`config.mk`:
```
export PLATFORM = sky130hd
export DESIGN_NAME = srw_reply
export DESIGN_NICKNAME = d
export VERILOG_FILES = /design/src/srw_reply.v /design/src/srw_sync.v /design/src/srw_fifo.v
export VERILOG_INCLUDE_DIRS = /design/src /design/src/include
export SDC_FILE = /design/constraint.sdc
export NUM_CORES = 1
export LEC_CHECK = 0
export ABC_AREA = 0
export BUFFER_PORTS_ARGS = -buffer_cell sky130_fd_sc_hd__clkbuf_2
export CAP_MARGIN = 5
export CORE_MARGIN = 2
export CORE_UTILIZATION = 40
export CTS_CLUSTER_DIAMETER = 60
export CTS_CLUSTER_SIZE = 40
export DETAILED_ROUTE_END_ITERATION = 10
export GPL_ROUTABILITY_DRIVEN = 1
export PLACE_DENSITY_LB_ADDON = 0.12
export SLEW_MARGIN = 40
export SYNTH_ARGS = -nofsm -noshare
export SYNTH_HDL_FRONTEND = slang
export SYNTH_HIERARCHICAL = 1
export SYNTH_SLANG_ARGS = --single-unit
```
`constraint.sdc`:
```
create_clock -name i_ref_clk -period 4 [get_ports i_ref_clk]
set_input_delay 0.6 -clock i_ref_clk [delete_from_list [all_inputs] [get_ports i_ref_clk]]
set_output_delay 0.6 -clock i_ref_clk [all_outputs]
set_load 0.05 [all_outputs]
```
`src/include/srw_defs.vh`:
```
// Constants for the satellite reply word formatter
`ifndef SRW_DEFS_VH
`define SRW_DEFS_VH
// Reply word field positions
`define SRW_STAT_HI 15
`define SRW_STAT_LO 14
`define SRW_PAR_BIT 13
`define SRW_LOST_BIT 12
`define SRW_ENTRY_W 12
// Status field encodings
`define SRW_ST_OFF 2'h0
`define SRW_ST_ON_NOPROC 2'h1
`define SRW_ST_ON_PROC 2'h2
`define SRW_ST_CFG 2'h3
// Entry values
`define SRW_EMPTY 12'h000
`define SRW_FAULT_MAX 12'h01f
`define SRW_G_BAD_MOSI 12'h002
`define SRW_C_HS_ILIM 12'h010
`define SRW_C_SPI_PAR 12'h012
`define SRW_CA_RSVD_MSG 12'h018
`define SRW_CA_BITTIME 12'h019
`define SRW_CA_FEW 12'h01a
`define SRW_CA_CRC 12'h01c
`define SRW_CB_FEW 12'h019
`define SRW_CB_MANY 12'h01a
`define SRW_CB_PAR 12'h01c
`define SRW_B_DATA_BIT 11
// Channel FIFO depth
`define SRW_FIFO_DEPTH 2
// Source FIFO depth in front of the channels
`define SRW_SRC_DEPTH 16
`endif

```
`src/srw_reply.v`:
```
// Satellite channel reply word formatter with fault push and FIFO
`timescale 1ns/1ps
`include "srw_defs.vh"
module srw_reply #(
  parameter FIFO_W = 12,
  parameter SRC_DEPTH = 16,
  parameter SRC_AW = 4,
  parameter IS_FIRST = 1
) (
  input wire i_ref_clk,
  input wire i_rst_n,
  input wire i_sel_n,
  input wire i_chan_on,
  input wire i_proc_en,
  input wire i_cfg_report,
  input wire i_proto_b,
  input wire i_flush,
  input wire i_data_valid,
  input wire [11:0] i_data,
  output wire o_data_ready,
  input wire i_flt_hs_ilim,
  input wire i_flt_spi_par,
  input wire i_flt_bittime,
  input wire i_flt_few,
  input wire i_flt_many,
  input wire i_flt_crc,
  input wire i_flt_sat_par,
  input wire i_glb_bad_mosi,
  output reg [15:0] o_reply_word,
  output reg o_data_lost_flag,
  output reg [1:0] o_status
);
  localparam CW = `SRW_ENTRY_W;
  localparam DEPTH = `SRW_FIFO_DEPTH;

  // Odd parity over the fifteen other bits
  function par_bit;
    input [14:0] w;
    begin
      par_bit = ~(^w);
    end
  endfunction

  // Restrict a fault code to the legal fault range
  function [CW-1:0] flt_code;
    input [CW-1:0] c;
    begin
      flt_code = (c > `SRW_FAULT_MAX) ? `SRW_FAULT_MAX : c;
    end
  endfunction

  wire sel_s; // Synchronised chip select, low active
  reg sel_q; // Previous synchronised select
  wire sel_fall;
  wire sel_rise;

  srw_sync u_sel_sync (
    .i_ref_clk(i_ref_clk),
    .i_rst_n(i_rst_n),
    .i_async(i_sel_n),
    .o_sync(sel_s)
  );

  assign sel_fall = sel_q && !sel_s;
  assign sel_rise = !sel_q && sel_s;

  // Edge memory for the select line
  always @(posedge i_ref_clk or negedge i_rst_n) begin
    if (!i_rst_n) begin
      sel_q <= 1'b1;
    end else begin
      sel_q <= sel_s;
    end
  end

  // Stage one: incoming sensor data through the 16-word buffer
  wire src_valid;
  wire [11:0] src_data;
  wire src_ready;

  srw_fifo #(
    .WIDTH(12),
    .DEPTH(SRC_DEPTH),
    .AW(SRC_AW)
  ) u_src_fifo (
    .i_ref_clk(i_ref_clk),
    .i_rst_n(i_rst_n),
    .i_flush(i_flush),
    .i_in_valid(i_data_valid),
    .o_in_ready(o_data_ready),
    .i_in_data(i_data),
    .o_out_valid(src_valid),
    .i_out_ready(src_ready),
    .o_out_data(src_data)
  );

  // Fault event edge detectors: one pending event per rising occurrence of a fault the protocol uses
  reg [6:0] flt_q; // Previous fault levels
  wire [6:0] flt_now;
  wire [6:0] flt_new;
  reg glb_done_q; // Global fault already latched once

  assign flt_now = {i_flt_sat_par, i_flt_crc, i_flt_many, i_flt_few,
                    i_flt_bittime, i_flt_spi_par, i_flt_hs_ilim};
  assign flt_new = flt_now & ~flt_q;

  // Pending fault events, cleared once picked for a write, even when the full channel FIFO drops them
  reg [6:0] pend_q;
  reg glb_pend_q;
  reg [CW-1:0] wcode; // Word chosen for this cycle's write
  reg wr_en; // A write is attempted this cycle
  reg [6:0] take; // Which pending fault is written
  reg take_glb;
  reg take_src;

  // Pick one write source: global first, then channel faults, then data
  always @* begin
    wcode = `SRW_EMPTY;
    wr_en = 1'b0;
    take = 7'h00;
    take_glb = 1'b0;
    take_src = 1'b0;
    if (glb_pend_q) begin
      wcode = `SRW_G_BAD_MOSI;
      wr_en = 1'b1;
      take_glb = 1'b1;
    end else if (pend_q[0]) begin
      wcode = `SRW_C_HS_ILIM;
      wr_en = 1'b1;
      take[0] = 1'b1;
    end else if (pend_q[1]) begin
      wcode = `SRW_C_SPI_PAR;
      wr_en = 1'b1;
      take[1] = 1'b1;
    end else if (pend_q[2]) begin
      wcode = i_proto_b ? `SRW_CB_FEW : `SRW_CA_BITTIME;
      wr_en = 1'b1;
      take[2] = 1'b1;
    end else if (pend_q[3]) begin
      wcode = i_proto_b ? `SRW_CB_FEW : `SRW_CA_FEW;
      wr_en = 1'b1;
      take[3] = 1'b1;
    end else if (pend_q[4] && i_proto_b) begin
      wcode = `SRW_CB_MANY;
      wr_en = 1'b1;
      take[4] = 1'b1;
    end else if (pend_q[5] && !i_proto_b) begin
      wcode = `SRW_CA_CRC;
      wr_en = 1'b1;
      take[5] = 1'b1;
    end else if (pend_q[6] && i_proto_b) begin
      wcode = `SRW_CB_PAR;
      wr_en = 1'b1;
      take[6] = 1'b1;
    end else if (src_valid) begin
      take_src = 1'b1;
      wr_en = 1'b1;
      if (i_proto_b) begin
        wcode = {1'b1, src_data[10:0]};
      end else if (src_data <= `SRW_FAULT_MAX) begin
        wcode = `SRW_CA_RSVD_MSG;
      end else begin
        wcode = src_data;
      end
    end
    wcode = take_src ? wcode : flt_code(wcode);
  end

  // Data leaves the source buffer only when the channel really takes it;
  // a full channel holds the word back instead of dropping it
  assign src_ready = take_src && push;

  // Protocol-irrelevant pending bits are dropped so they cannot block data
  always @(posedge i_ref_clk or negedge i_rst_n) begin
    if (!i_rst_n) begin
      flt_q <= 7'h00;
      pend_q <= 7'h00;
      glb_pend_q <= 1'b0;
      glb_done_q <= 1'b0;
    end else begin
      flt_q <= flt_now;
      // New events win over the clear of the one being written
      pend_q <= ((pend_q & ~take) | flt_new)
                & (i_proto_b ? 7'h5f : 7'h2f);
      if (IS_FIRST != 0 && i_glb_bad_mosi && !glb_done_q) begin
        glb_pend_q <= 1'b1;
        glb_done_q <= 1'b1;
      end else if (take_glb) begin
        glb_pend_q <= 1'b0;
      end
      if (!i_glb_bad_mosi && !glb_pend_q) begin
        glb_done_q <= 1'b0;
      end
    end
  end

  // Two-location channel FIFO, oldest first
  reg [CW-1:0] ent_q [0:DEPTH-1];
  reg [1:0] cnt_q; // Entries held, 0..2
  reg lost_q; // Data-lost flag
  wire full;
  wire pop;
  wire push;

  assign full = (cnt_q == 2'h2);
  assign pop = sel_rise && (cnt_q != 2'h0);
  assign push = wr_en && (!full || pop);

  // Shift-style storage: slot 0 is always the oldest entry
  always @(posedge i_ref_clk or negedge i_rst_n) begin
    if (!i_rst_n) begin
      ent_q[0] <= `SRW_EMPTY;
      ent_q[1] <= `SRW_EMPTY;
      cnt_q <= 2'h0;
      lost_q <= 1'b0;
    end else if (i_flush) begin
      ent_q[0] <= `SRW_EMPTY;
      ent_q[1] <= `SRW_EMPTY;
      cnt_q <= 2'h0;
    end else begin
      if (pop) begin
        ent_q[0] <= ent_q[1];
        ent_q[1] <= `SRW_EMPTY;
      end
      if (push) begin
        if (pop) begin
          if (cnt_q == 2'h2) begin
            ent_q[1] <= wcode;
          end else begin
            ent_q[0] <= wcode;
          end
        end else if (cnt_q == 2'h0) begin
          ent_q[0] <= wcode;
        end else begin
          ent_q[1] <= wcode;
        end
      end
      cnt_q <= cnt_q + (push ? 2'h1 : 2'h0) - (pop ? 2'h1 : 2'h0);
      // Lost word sets the flag; a report clears it, a new loss wins
      if (wr_en && !push && !take_src) begin
        lost_q <= 1'b1;
      end else if (sel_rise) begin
        lost_q <= 1'b0;
      end
    end
  end

  // Status field from channel state
  reg [1:0] stat_d;
  always @* begin
    if (i_cfg_report) begin
      stat_d = `SRW_ST_CFG;
    end else if (!i_chan_on) begin
      stat_d = `SRW_ST_OFF;
    end else if (i_proc_en) begin
      stat_d = `SRW_ST_ON_PROC;
    end else begin
      stat_d = `SRW_ST_ON_NOPROC;
    end
  end

  // Reply assembly; entry shown is oldest or zero when empty
  wire [CW-1:0] head;
  wire [14:0] body;
  assign head = (cnt_q == 2'h0) ? `SRW_EMPTY : ent_q[0];
  assign body = {o_status, lost_q, head};

  // Status latched on select fall; word refreshed every cycle from state
  always @(posedge i_ref_clk or negedge i_rst_n) begin
    if (!i_rst_n) begin
      o_status <= `SRW_ST_OFF;
      o_reply_word <= 16'h2000;
      o_data_lost_flag <= 1'b0;
    end else begin
      if (sel_fall) begin
        o_status <= stat_d;
      end
      o_reply_word <= {body[14:13], par_bit(body), body[12:0]};
      o_data_lost_flag <= lost_q;
    end
  end
endmodule // srw_reply

```
`src/srw_sync.v`:
```
// Two-flop synchroniser for an asynchronous level
`timescale 1ns/1ps
module srw_sync (
  input wire i_ref_clk,
  input wire i_rst_n,
  input wire i_async,
  output reg o_sync
);
  reg meta_q; // First stage, read only by the second stage

  // Two stages; reset value is idle-high for chip select style inputs
  always @(posedge i_ref_clk or negedge i_rst_n) begin
    if (!i_rst_n) begin
      meta_q <= 1'b1;
      o_sync <= 1'b1;
    end else begin
      meta_q <= i_async;
      o_sync <= meta_q;
    end
  end
endmodule // srw_sync

```
`src/srw_fifo.v`:
```
// Parameterised valid/ready FIFO with honest full and empty
`timescale 1ns/1ps
module srw_fifo #(
  parameter WIDTH = 12,
  parameter DEPTH = 16,
  parameter AW = 4
) (
  input wire i_ref_clk,
  input wire i_rst_n,
  input wire i_flush,
  input wire i_in_valid,
  output wire o_in_ready,
  input wire [WIDTH-1:0] i_in_data,
  output wire o_out_valid,
  input wire i_out_ready,
  output wire [WIDTH-1:0] o_out_data
);
  reg [WIDTH-1:0] mem_q [0:DEPTH-1]; // Storage words
  reg [AW-1:0] rd_q; // Read pointer
  reg [AW-1:0] wr_q; // Write pointer
  reg [AW:0] cnt_q; // Fill count
  wire push; // Write accepted
  wire pop; // Read accepted
  reg rdy_q; // Registered room flag, mirrors cnt_q != DEPTH

  // Ready comes from a flop so the port carries no count decode
  assign o_in_ready = rdy_q;
  assign o_out_valid = (cnt_q != {(AW+1){1'b0}});
  assign o_out_data = mem_q[rd_q];
  assign push = i_in_valid && o_in_ready;
  assign pop = o_out_valid && i_out_ready;

  // Advance a pointer with wrap at DEPTH
  function [AW-1:0] nxt;
    input [AW-1:0] p;
    begin
      nxt = (p == DEPTH[AW-1:0] - 1'b1) ? {AW{1'b0}} : p + 1'b1;
    end
  endfunction

  // Pointer and count upkeep; flush empties at once
  always @(posedge i_ref_clk or negedge i_rst_n) begin
    if (!i_rst_n) begin
      rd_q <= {AW{1'b0}};
      wr_q <= {AW{1'b0}};
      cnt_q <= {(AW+1){1'b0}};
      rdy_q <= 1'b1;
    end else if (i_flush) begin
      rd_q <= {AW{1'b0}};
      wr_q <= {AW{1'b0}};
      cnt_q <= {(AW+1){1'b0}};
      rdy_q <= 1'b1;
    end else begin
      if (push) begin
        wr_q <= nxt(wr_q);
      end
      if (pop) begin
        rd_q <= nxt(rd_q);
      end
      if (push && !pop) begin
        cnt_q <= cnt_q + 1'b1;
        rdy_q <= (cnt_q != DEPTH[AW:0] - 1'b1); // Room left after this write
      end else if (pop && !push) begin
        cnt_q <= cnt_q - 1'b1;
        rdy_q <= 1'b1;
      end
    end
  end

  // Storage write; no reset needed for the data words
  always @(posedge i_ref_clk) begin
    if (push && !i_flush) begin
      mem_q[wr_q] <= i_in_data;
    end
  end
endmodule // srw_fifo

```
---- Yosys cells after proc, flatten, opt, wreduce, memory -nomap -nowiden ----
Memory sizes are Yosys's and may differ from the RTL's.
Cells that the tools add are included.
storage, ports and cells
  flip-flop bits (word level) ............. 79
  bits in writable memories ............... 192
  input port bits ......................... 29
  output and inout bits ................... 20
  word-level logic and storage cells ...... 162
  memories ................................ 1
operators by class
  add/subtract/negate cells ............... 6
  magnitude comparators ................... 2
  eq/ne operators ......................... 4
  muxes and demuxes ....................... 82
  bitwise gates (word level) .............. 8
  reduce and logical (&&, ||, !) cells .... 41
memory list
  name              depth  width  read ports  clocked after memory_dff  wr ports  line           RTL
  u_src_fifo.mem_q  16     12     1           0                         1         srw_fifo.v:18  reg [WIDTH-1:0] mem_q [0:DEPTH-1];
operators by type and width
  operator               number
  $mux W12               18
  $mux W24               4
  $mux W1                39
  $mux W4                7
  $and A7 B7 Y7          3
  $mux W5                4
  $logic_and A1 B1 Y1    17
  $reduce_xor A15 Y1     1
  $mux W7                2
  $not A7 Y7             2
  $gt A12 B5 Y1 const B  1
  $le A12 B5 Y1 const B  1
  $logic_not A1 Y1       12
  $mux W2                6
  $reduce_bool A2 Y1     6
  $add A4 B1 Y4 const B  2
  $eq A4 B4 Y1 const B   2
  $or A7 B7 Y7           1
  $mux W6                1
  $add A5 B1 Y5 const B  1
  $ne A5 B4 Y1 const B   1
  $reduce_bool A5 Y1     1
  $sub A5 B1 Y5 const B  1
  $mux W3                1
  8 further kinds        9

---- Longest topological paths before layout ----
Gate-level depths: netlist of run 1.
An unclocked memory read counts as a cell.
  depth after elaboration ................. 20
  depth in mapped cells ................... 12
  depth with buffers taken out ............ 11

---- Cells and area by module ----
The synthesis of run 1 kept the hierarchy.
modules (own cells, without submodules)
  module     times used  cells an instance  area an instance (sq um)  seq. area each (sq um)
  srw_fifo   1           461                8,343.0                   6,117.1
  srw_reply  1           325                3,155.5                   1,554.0
  srw_sync   1           2                  52.6                      52.6

---- Worst setup path after synthesis of run 1 ----
No wires, ideal clock.
  kind .................................... reg2reg
  start ................................... reg u_src_fifo.cnt_q[0]
  end ..................................... reg u_src_fifo.cnt_q[4]
  setup time .............................. 0.125 ns
  arrival time ............................ 3.041 ns
  required time ........................... 3.875 ns
  path slack .............................. 0.834 ns
  stages on the path, launching flop included .. 13
  path buffers ............................ 1
  period minus slack after synthesis ...... 3.166 ns
  cell sequence ........................... dfrtp_1 or4_4 or2_2 buf_2 nand4_1 nor2_1 o21ai_4 nand2_1 fa_1 nand3_1 a21oi_1 mux2i_1 mux2_2
on the way
  longest elaborated chain between the ends .. 17
  elaborated cells between the ends (all ways) .. 30
  classes of those cells .................. add/sub: 2; mux: 20; reduce/logical: 8
RTL lines
  element                 line             RTL
  start, declared         srw_fifo.v:21    reg [AW:0] cnt_q;
  start signal, assigned  srw_fifo.v:46    cnt_q <= {(AW+1){1'b0}};
  start signal, assigned  srw_fifo.v:51    cnt_q <= {(AW+1){1'b0}};
  start signal, assigned  srw_fifo.v:61    cnt_q <= cnt_q + 1'b1;
  $reduce_bool A5 Y1 *    srw_fifo.v:28    assign o_out_valid = (cnt_q != {(AW+1){1'b0}});
  named net src_valid     srw_reply.v:77   wire src_valid;
  $mux W1 *               srw_reply.v:155  end else if (src_valid) begin
  $mux W1                 srw_reply.v:151  end else if (pend_q[6] && i_proto_b) begin
  $mux W1                 srw_reply.v:147  end else if (pend_q[5] && !i_proto_b) begin
  $mux W1                 srw_reply.v:143  end else if (pend_q[4] && i_proto_b) begin
  $mux W1                 srw_reply.v:139  end else if (pend_q[3]) begin
  $mux W1                 srw_reply.v:135  end else if (pend_q[2]) begin
  [... 3 more ...]        --
  $logic_and A1 B1 Y1     srw_reply.v:207  assign push = wr_en && (!full || pop);
  $logic_and A1 B1 Y1 *   srw_reply.v:171  assign src_ready = take_src && push;
  named net src_ready     srw_reply.v:79   wire src_ready;
  $logic_and A1 B1 Y1 *   srw_fifo.v:31    assign pop = o_out_valid && i_out_ready;
  $logic_not A1 Y1        srw_fifo.v:60    if (push && !pop) begin
  $logic_and A1 B1 Y1     srw_fifo.v:60
  $mux W5                 srw_fifo.v:60
  $mux W5                 srw_fifo.v:48    end else if (i_flush) begin
Mark *: on every way through the listed nets, which the timed path passes. The rest lies on a longest branch. The select of a mux whose other input is x is not followed.
A chain may end at the register's enable or synchronous reset.

---- Worst setup path after layout of run 1 ----
Same ends and word-level chain as after synthesis.

==> reports/results.tsv, run 1 <==
metric	value	unit
RR Endpoint	u_src_fifo/cnt_q[4]	
synthesized area	11600	um^2
global-route wire length before repair	42.8	mm
Achievable Freq	284	MHz
largest net degree at the start of global routing	53	
Final TNS setup	0	ns
register area	7730	um^2
initial antenna violation count	0	
Cell Chain, Critical Path	or4_4 -> or2_2 -> nand4_1 -> nor2_1 -> o21ai_4 -> nand2_1 -> fa_1 -> nand3_1 -> a21oi_1 -> mux2i_1 -> mux2_2	
Top FF cell, synth	edfxtp_1	
Lkg Pwr	0.00470	uW
CP Data Required Time	4.44	ns
1st-pass router iterations	5	
Synth Net Count	828	
VDD IR max	408	uV
post-CTS sizing	0	
antenna cells	0	
P per Cell Area	559	nW/um^2
final setup vio count	0	
worst slew pin tran	0.832	ns
Antenna Violating Nets Remaining	0	
clock buffer count from CTS	28	
area of the multi-input gates	3590	um^2
area post-placement	12300	um^2
Layout Skew	0.0134	ns
Clock transition at path regs	0.08	ns
Register-to-Register Path Depth	11	
relative slew slack	44.5	%
Avg WL per Cell	21.9	um
DP HPWL	18.2	mm
Max-Cap Viols	0	
vias in the first global route	7121	
utilization after layout	46.7	%
max-slew violation count	0	
Post-synth EDFFs	192	
cells after synthesis	788	
CTS tree	built	
Post-CTS Setup Inserts	0	
fraction of registers with async set or reset after synthesis	28.9	%
cts hold-fix bufs	0	
final hold slack	0.0794	ns
commonest non-fill, non-tap cell in the layout	edfxtp_1	
Worst path max stage delay	0.61	ns
R2R Path Start	u_src_fifo/cnt_q[0]	
status	finished clean	
Worst path slowest cell	or4_4	
min Tclk post-route	3.52	ns
Clock Path Buffers	3	
nets	889	
commonest cells after routing, fill and taps aside	edfxtp_1, dfrtp_1, mux2i_1	
element type at the critical path start	flop	
r2r setup slk	0.48	ns
via count	7001	
Die X	174	um
post-detailed-route DRC marker count	0	
cell area after layout	13300	um^2
# clock sinks	270	
Hold Path Class	primary input to asynchronous set/reset pin	
share of post-route cells with drive strength above 1	19.5	%
# rows	62	
Initial Util	40.5	%
Routed WL	27.5	mm
count of cell types in the netlist	70	
Die H	174	um
crit path max fanout	8	
All-Layer GR Usage	18.3	%
synthesized flop and latch total	270	
area grow syn2layout	15.3	%
Fillers	2520	
Core Area	28500	um^2
htree depth	1	
endpoint type of the worst setup path	flop	
Final Cycle Share	87.9	%
unrepaired setup endpoints after global routing	false	
synth warn	6	
Congestion Overflow GR	0	
sequential area share after synthesis	66.9	%
Worst-Skew Late Latency	0.55	ns
Placer Congestion	0.867	
Mean Syn Cell Area	14.7	um^2
Root Buffer	clkbuf_16	
drt via density	5.58	
CP arrival	3.96	ns
I/O Buffers	48	
Die Area	30300	um^2
1st-iter DRT viols	504	
Boundary Pins	49	
Final Hold Viols	0	
crit path kind	flop to flop	
[layout make-up]
cell class,count,share of cell area [%]
sequential,270,58.0
multi-input combinational,463,27.0
clock buffer,28,5.26
tap,384,3.61
timing repair buffer,71,3.21
clock inverter,23,2.52
inverter,15,0.423
[power breakdown]
group | internal [uW] | switching (uW)
registers | 3150 | 150
clock network | 1480 | 1340
logic | 500 | 818
[registers in the layout, summed over array words and instances, names as in the netlist]
signal / cells
glb_done_q: 1
flt_q: 7
u_src_fifo/cnt_q: 5
sel_q: 1
pend_q: 7
lost_q: 1
u_src_fifo/rd_q: 4
o_reply_word: 16
u_sel_sync/o_sync: 1
u_src_fifo/o_in_ready: 1
u_sel_sync/meta_q: 1
u_src_fifo/mem_q: 192
cnt_q: 2
u_src_fifo/wr_q: 4
ent_q: 24
glb_pend_q: 1
o_status: 2
[cells by family (layout without fill, tap and decap cells)]
| kind of cell | Yosys count | in the layout | share of synthesized area (%) |
|---|---|---|---|
| compound gates | 168 | 168 | 10.2 |
| xor+xnor | 19 | 19 | 1.62 |
| fa+ha+maj | 11 | 11 | 1.26 |
| buf+inv | 55 | 137 | 2.07 |
| flops | 270 | 270 | 66.9 |
| mux | 83 | 83 | 9.86 |
| simple gates | 182 | 182 | 8.17 |
[stage by stage]
stage / std cells / total power [uW] / setup slack (ns)
after floorplan: 788 / 4310 / 0.834
after global placement: 1203 / 4650 / 0.643
after detailed placement: 1203 / 4680 / 0.478
after CTS: 1254 / 7520 / 0.495
after global routing: 1254 / 7760 / 0.168
final: 1254 / 7450 / 0.484
[routing by layer]
metal  global-route usage, %  vias up  part of all wire [%]
li1                        -     3182                     -
met1                    25.4     3588                    45
met2                    30.8      187                    49
met3                    2.43       44                   4.2
met4                    4.34        0                   2.3
met5                       0        -                     0
[cell usage after synthesis (5+ instances only)]
master,number,area (um^2)
o211ai_1,5,37.5
nand3_1,7,35.0
nand2b_1,7,43.8
inv_1,15,56.3
mux4_2,24,541
a211oi_1,9,67.6
nand2_1,48,180
xnor2_1,13,114
o21ai_0,36,180
buf_2,11,55.1
a22oi_1,14,105
clkbuf_1,23,86.3
a22o_1,5,43.8
nor3_1,20,100
mux2i_1,56,561
a221oi_1,24,210
dfstp_2,5,131
nor2_1,34,128
edfxtp_1,192,5770
a21oi_1,28,140
nor2b_1,9,56.3
o21bai_1,5,37.5
and2_1,30,188
nand4_1,5,31.3
ha_1,10,125
dfrtp_1,73,1830
[worst max path at each step]
stage	startpoint	endpoint	slack [ns]	cells past startpoint
3_3_place_gp	i_proto_b	u_src_fifo/cnt_q[4]	0.64	11
5_1_grt	glb_pend_q	u_src_fifo/cnt_q[4]	0.17	10
6_report	u_src_fifo/cnt_q[0]	u_src_fifo/cnt_q[4]	0.48	11
3_5_place_dp	i_proto_b	u_src_fifo/cnt_q[4]	0.48	11
4_1_cts	u_src_fifo/cnt_q[0]	u_src_fifo/cnt_q[4]	0.50	11
2_1_floorplan	u_src_fifo/cnt_q[0]	u_src_fifo/cnt_q[4]	0.83	12
[worst max-delay path, delay by kind of cell (launching register included)]
kind | cells | cell delay (ns)
flip-flops | 1 | 0.45
adder cells (fa/ha/maj) | 1 | 0.46
multiplexers | 2 | 0.53
AND/OR/NAND/NOR | 6 | 1.72
AO/OA/AOI/OAI | 2 | 0.25
Note: power is estimated with default switching activity, not from simulation.
==> run 2, diff against run 1 <==
Settings changed: CELL_PAD_IN_SITES_DETAIL_PLACEMENT set to 1, CELL_PAD_IN_SITES_GLOBAL_PLACEMENT set to 2, TNS_END_PERCENT set to 10.
==> run 2 against run 1 <==
Clock skew up 0.0073 ns. Non-clock buffer count is 2 lower. Utilization fell by 0.73 points. Worst setup slack improved by 0.025 ns. Cell count down 0.72%. Die area unchanged. Critical path depth unchanged. Highest routed layer unchanged. Largest power group unchanged. Sequential cell count unchanged. Maximum frequency increased by 0.72%.
==> reports/results.tsv, run 2 (synthesis gave the netlist of run 1 again) <==
metric	value	unit	change
final hold slack	0.125	ns	+0.0451 ns
crit path max fanout	8		unchanged
final setup vio count	0		unchanged
I/O Buffers	48		unchanged
drt via density	5.66		+1.4%
post-CTS sizing	0		unchanged
All-Layer GR Usage	20.0	%	+1.6 points
Core Area	28500	um^2	unchanged
share of post-route cells with drive strength above 1	18.5	%	-1.1 points
# rows	62		unchanged
CP Data Required Time	4.40	ns	-0.04 ns
crit path kind	flop to flop		
Final TNS setup	0	ns	unchanged
Pint	4990	uW	-2.9%
cts hold-fix bufs	0		unchanged
via count	7046		+0.64%
# clock sinks	270		unchanged
commonest non-fill, non-tap cell in the layout	edfxtp_1		
clock buffer count from CTS	24		-14%
vias in the first global route	7473		+4.9%
Avg WL per Cell	23.8	um	+8.6%
VDD IR max	324	uV	-21%
Boundary Pins	49		unchanged
clock power share	34.4	%	-3.6 points
sequential share of power	46.4	%	+2.1 points
Largest regs	u_src_fifo/mem_q: 192 flops, ent_q: 24 flops, o_reply_word: 16 flops		
Fillers	2915		+16%
max-slew violation count	0		unchanged
1st-pass router iterations	4		-1
initial antenna violation count	0		unchanged
Post-CTS Setup Inserts	0		unchanged
cell area after layout	13100	um^2	-1.6%
Largest Register	u_src_fifo/mem_q		
endpoint type of the worst setup path	flop		
Routed WL	29.6	mm	+7.8%
Hold Path Class	primary input to asynchronous set/reset pin		
P_sw	2140	uW	-7.5%
utilization after layout	45.9	%	-0.73 points
Lkg Pwr	0.00461	uW	-2.1%
Die X	174	um	unchanged
Max-Cap Viols	0		unchanged
Die H	174	um	unchanged
status	finished clean		
Final Hold Viols	0		unchanged
global-route wire length before repair	46.3	mm	+8.1%
min Tclk post-route	3.49	ns	-0.0251 ns
post-detailed-route DRC marker count	0		unchanged
Clock transition at path regs	0.07	ns	about the same
CP arrival	3.89	ns	-0.07 ns
Worst path max stage delay	0.60	ns	about the same
relative slew slack	41.3	%	-3.2 points
commonest cells after routing, fill and taps aside	edfxtp_1, dfrtp_1, mux2i_1		
combinational share of power	19.2	%	+1.5 points
unrepaired setup endpoints after global routing	false		
Achievable Freq	286	MHz	+0.72%
Clock Path Buffers	3		unchanged
Final Cycle Share	87.3	%	-0.63 points
Die Area	30300	um^2	unchanged
nets	883		-0.67%
Largest register FFs	192		unchanged
Worst path slowest cell	or4_4		
Initial Util	40.5	%	unchanged
CTS tree	built		
htree depth	1		unchanged
worst slew pin tran	0.880	ns	+0.0478 ns
Root Buffer	clkbuf_16		
Switching Fraction	30.0	%	-1.0 points
Antenna Violating Nets Remaining	0		unchanged
Cell Chain, Critical Path	or4_4 -> or2_2 -> nand4_1 -> nor2_1 -> o21ai_4 -> nand2_1 -> ha_1 -> nand3_1 -> and3_1 -> mux2i_1 -> mux2_2		
1st-iter DRT viols	402		-20%
Congestion Overflow GR	0		unchanged
largest net degree at the start of global routing	55		+3.8%
Placer Congestion	0.808		-6.8%
Layout Skew	0.0207	ns	+0.00725 ns
element type at the critical path start	flop		
antenna cells	0		unchanged
Worst-Skew Late Latency	0.54	ns	about the same
area grow syn2layout	13.5	%	
area post-placement	12300	um^2	-0.14%
P per Cell Area	543	nW/um^2	-2.8%
DP HPWL	19.9	mm	+9.0%
==> run 2: cell count changes in the layout (fill, tap and decap cells not counted), moves of 2 or more <==
cell / previous run / this run
buf_4: 23 / 21
clkbuf_16: 28 / 25
clkinv_2: 0 / 3
clkinv_4: 1 / 3
clkinv_8: 6 / 2
inv_12: 3 / 1
inv_16: 3 / 0
inv_8: 5 / 2
==> run 2: power by group through the flow <==
| stage | clock network (uW) | registers, uW | logic, uW |
|---|---|---|---|
| 3_3_place_gp | 0 | 3360 | 1330 |
| 6_report | 2450 | 3310 | 1360 |
| 4_1_cts | 2510 | 3310 | 1380 |
| 2_1_floorplan | 0 | 3460 | 853 |
| 5_1_grt | 2620 | 3340 | 1500 |
| 3_5_place_dp | 0 | 3370 | 1370 |
==> run 2: path summary, 6_finish.rpt <==
path / startpoint / to / slack, ns / cells past startpoint
setup reg to reg: u_src_fifo/cnt_q[0] / u_src_fifo/cnt_q[4] / 0.51 / 11
min in group i_ref_clk: i_sel_n / u_sel_sync/meta_q / 0.16 / 1
max in group asynchronous: i_rst_n / o_reply_word[13] / 3.03 / 2
setup / recovery: u_src_fifo/cnt_q[0] / u_src_fifo/cnt_q[4] / 0.51 / 11
hold reg to reg: u_sel_sync/meta_q / u_sel_sync/o_sync / 0.36 / 0
hold / removal: i_rst_n / o_reply_word[14] / 0.12 / 1
==> run 2: worst max-delay path: cells and delay by family, from the launching register on <==
family | cells | cell delay, ns
flops | 1 | 0.46
compound gates | 1 | 0.17
mux | 2 | 0.49
fa+ha+maj | 1 | 0.39
simple gates | 7 | 1.87
==> run 2: per-layer routing <==
metal | wire length (um) | track usage, % | part of all wire [%] | vias up
met5 | 0 | 0 | 0 | -
met4 | 420 | 3.78 | 1.4 | 0
met3 | 1320 | 2.95 | 4.5 | 32
met2 | 13400 | 30.7 | 45 | 153
met1 | 14400 | 30.4 | 49 | 3702
li1 | - | - | - | 3159
==> run 2: through the flow <==
stage | worst slack (ns) | power (uW) | std cells
global route | 0.283 | 7450 | 1245
global placement | 0.596 | 4690 | 1201
detailed placement | 0.514 | 4740 | 1201
CTS | 0.487 | 7200 | 1245
finish | 0.509 | 7120 | 1245
floorplan | 0.834 | 4310 | 788
==> run 2: layout make-up <==
| cell class | count | area (um^2) | area share, % |
|---|---|---|---|
| Multi-Input combinational cell | 463 | 3590 | 27.4 |
| Clock buffer | 26 | 629 | 4.80 |
| Tap cell | 384 | 480 | 3.66 |
| Clock inverter | 18 | 215 | 1.64 |
| Inverter | 15 | 56.3 | 0.429 |
| Timing Repair Buffer | 69 | 413 | 3.15 |
| Sequential cell | 270 | 7730 | 58.9 |
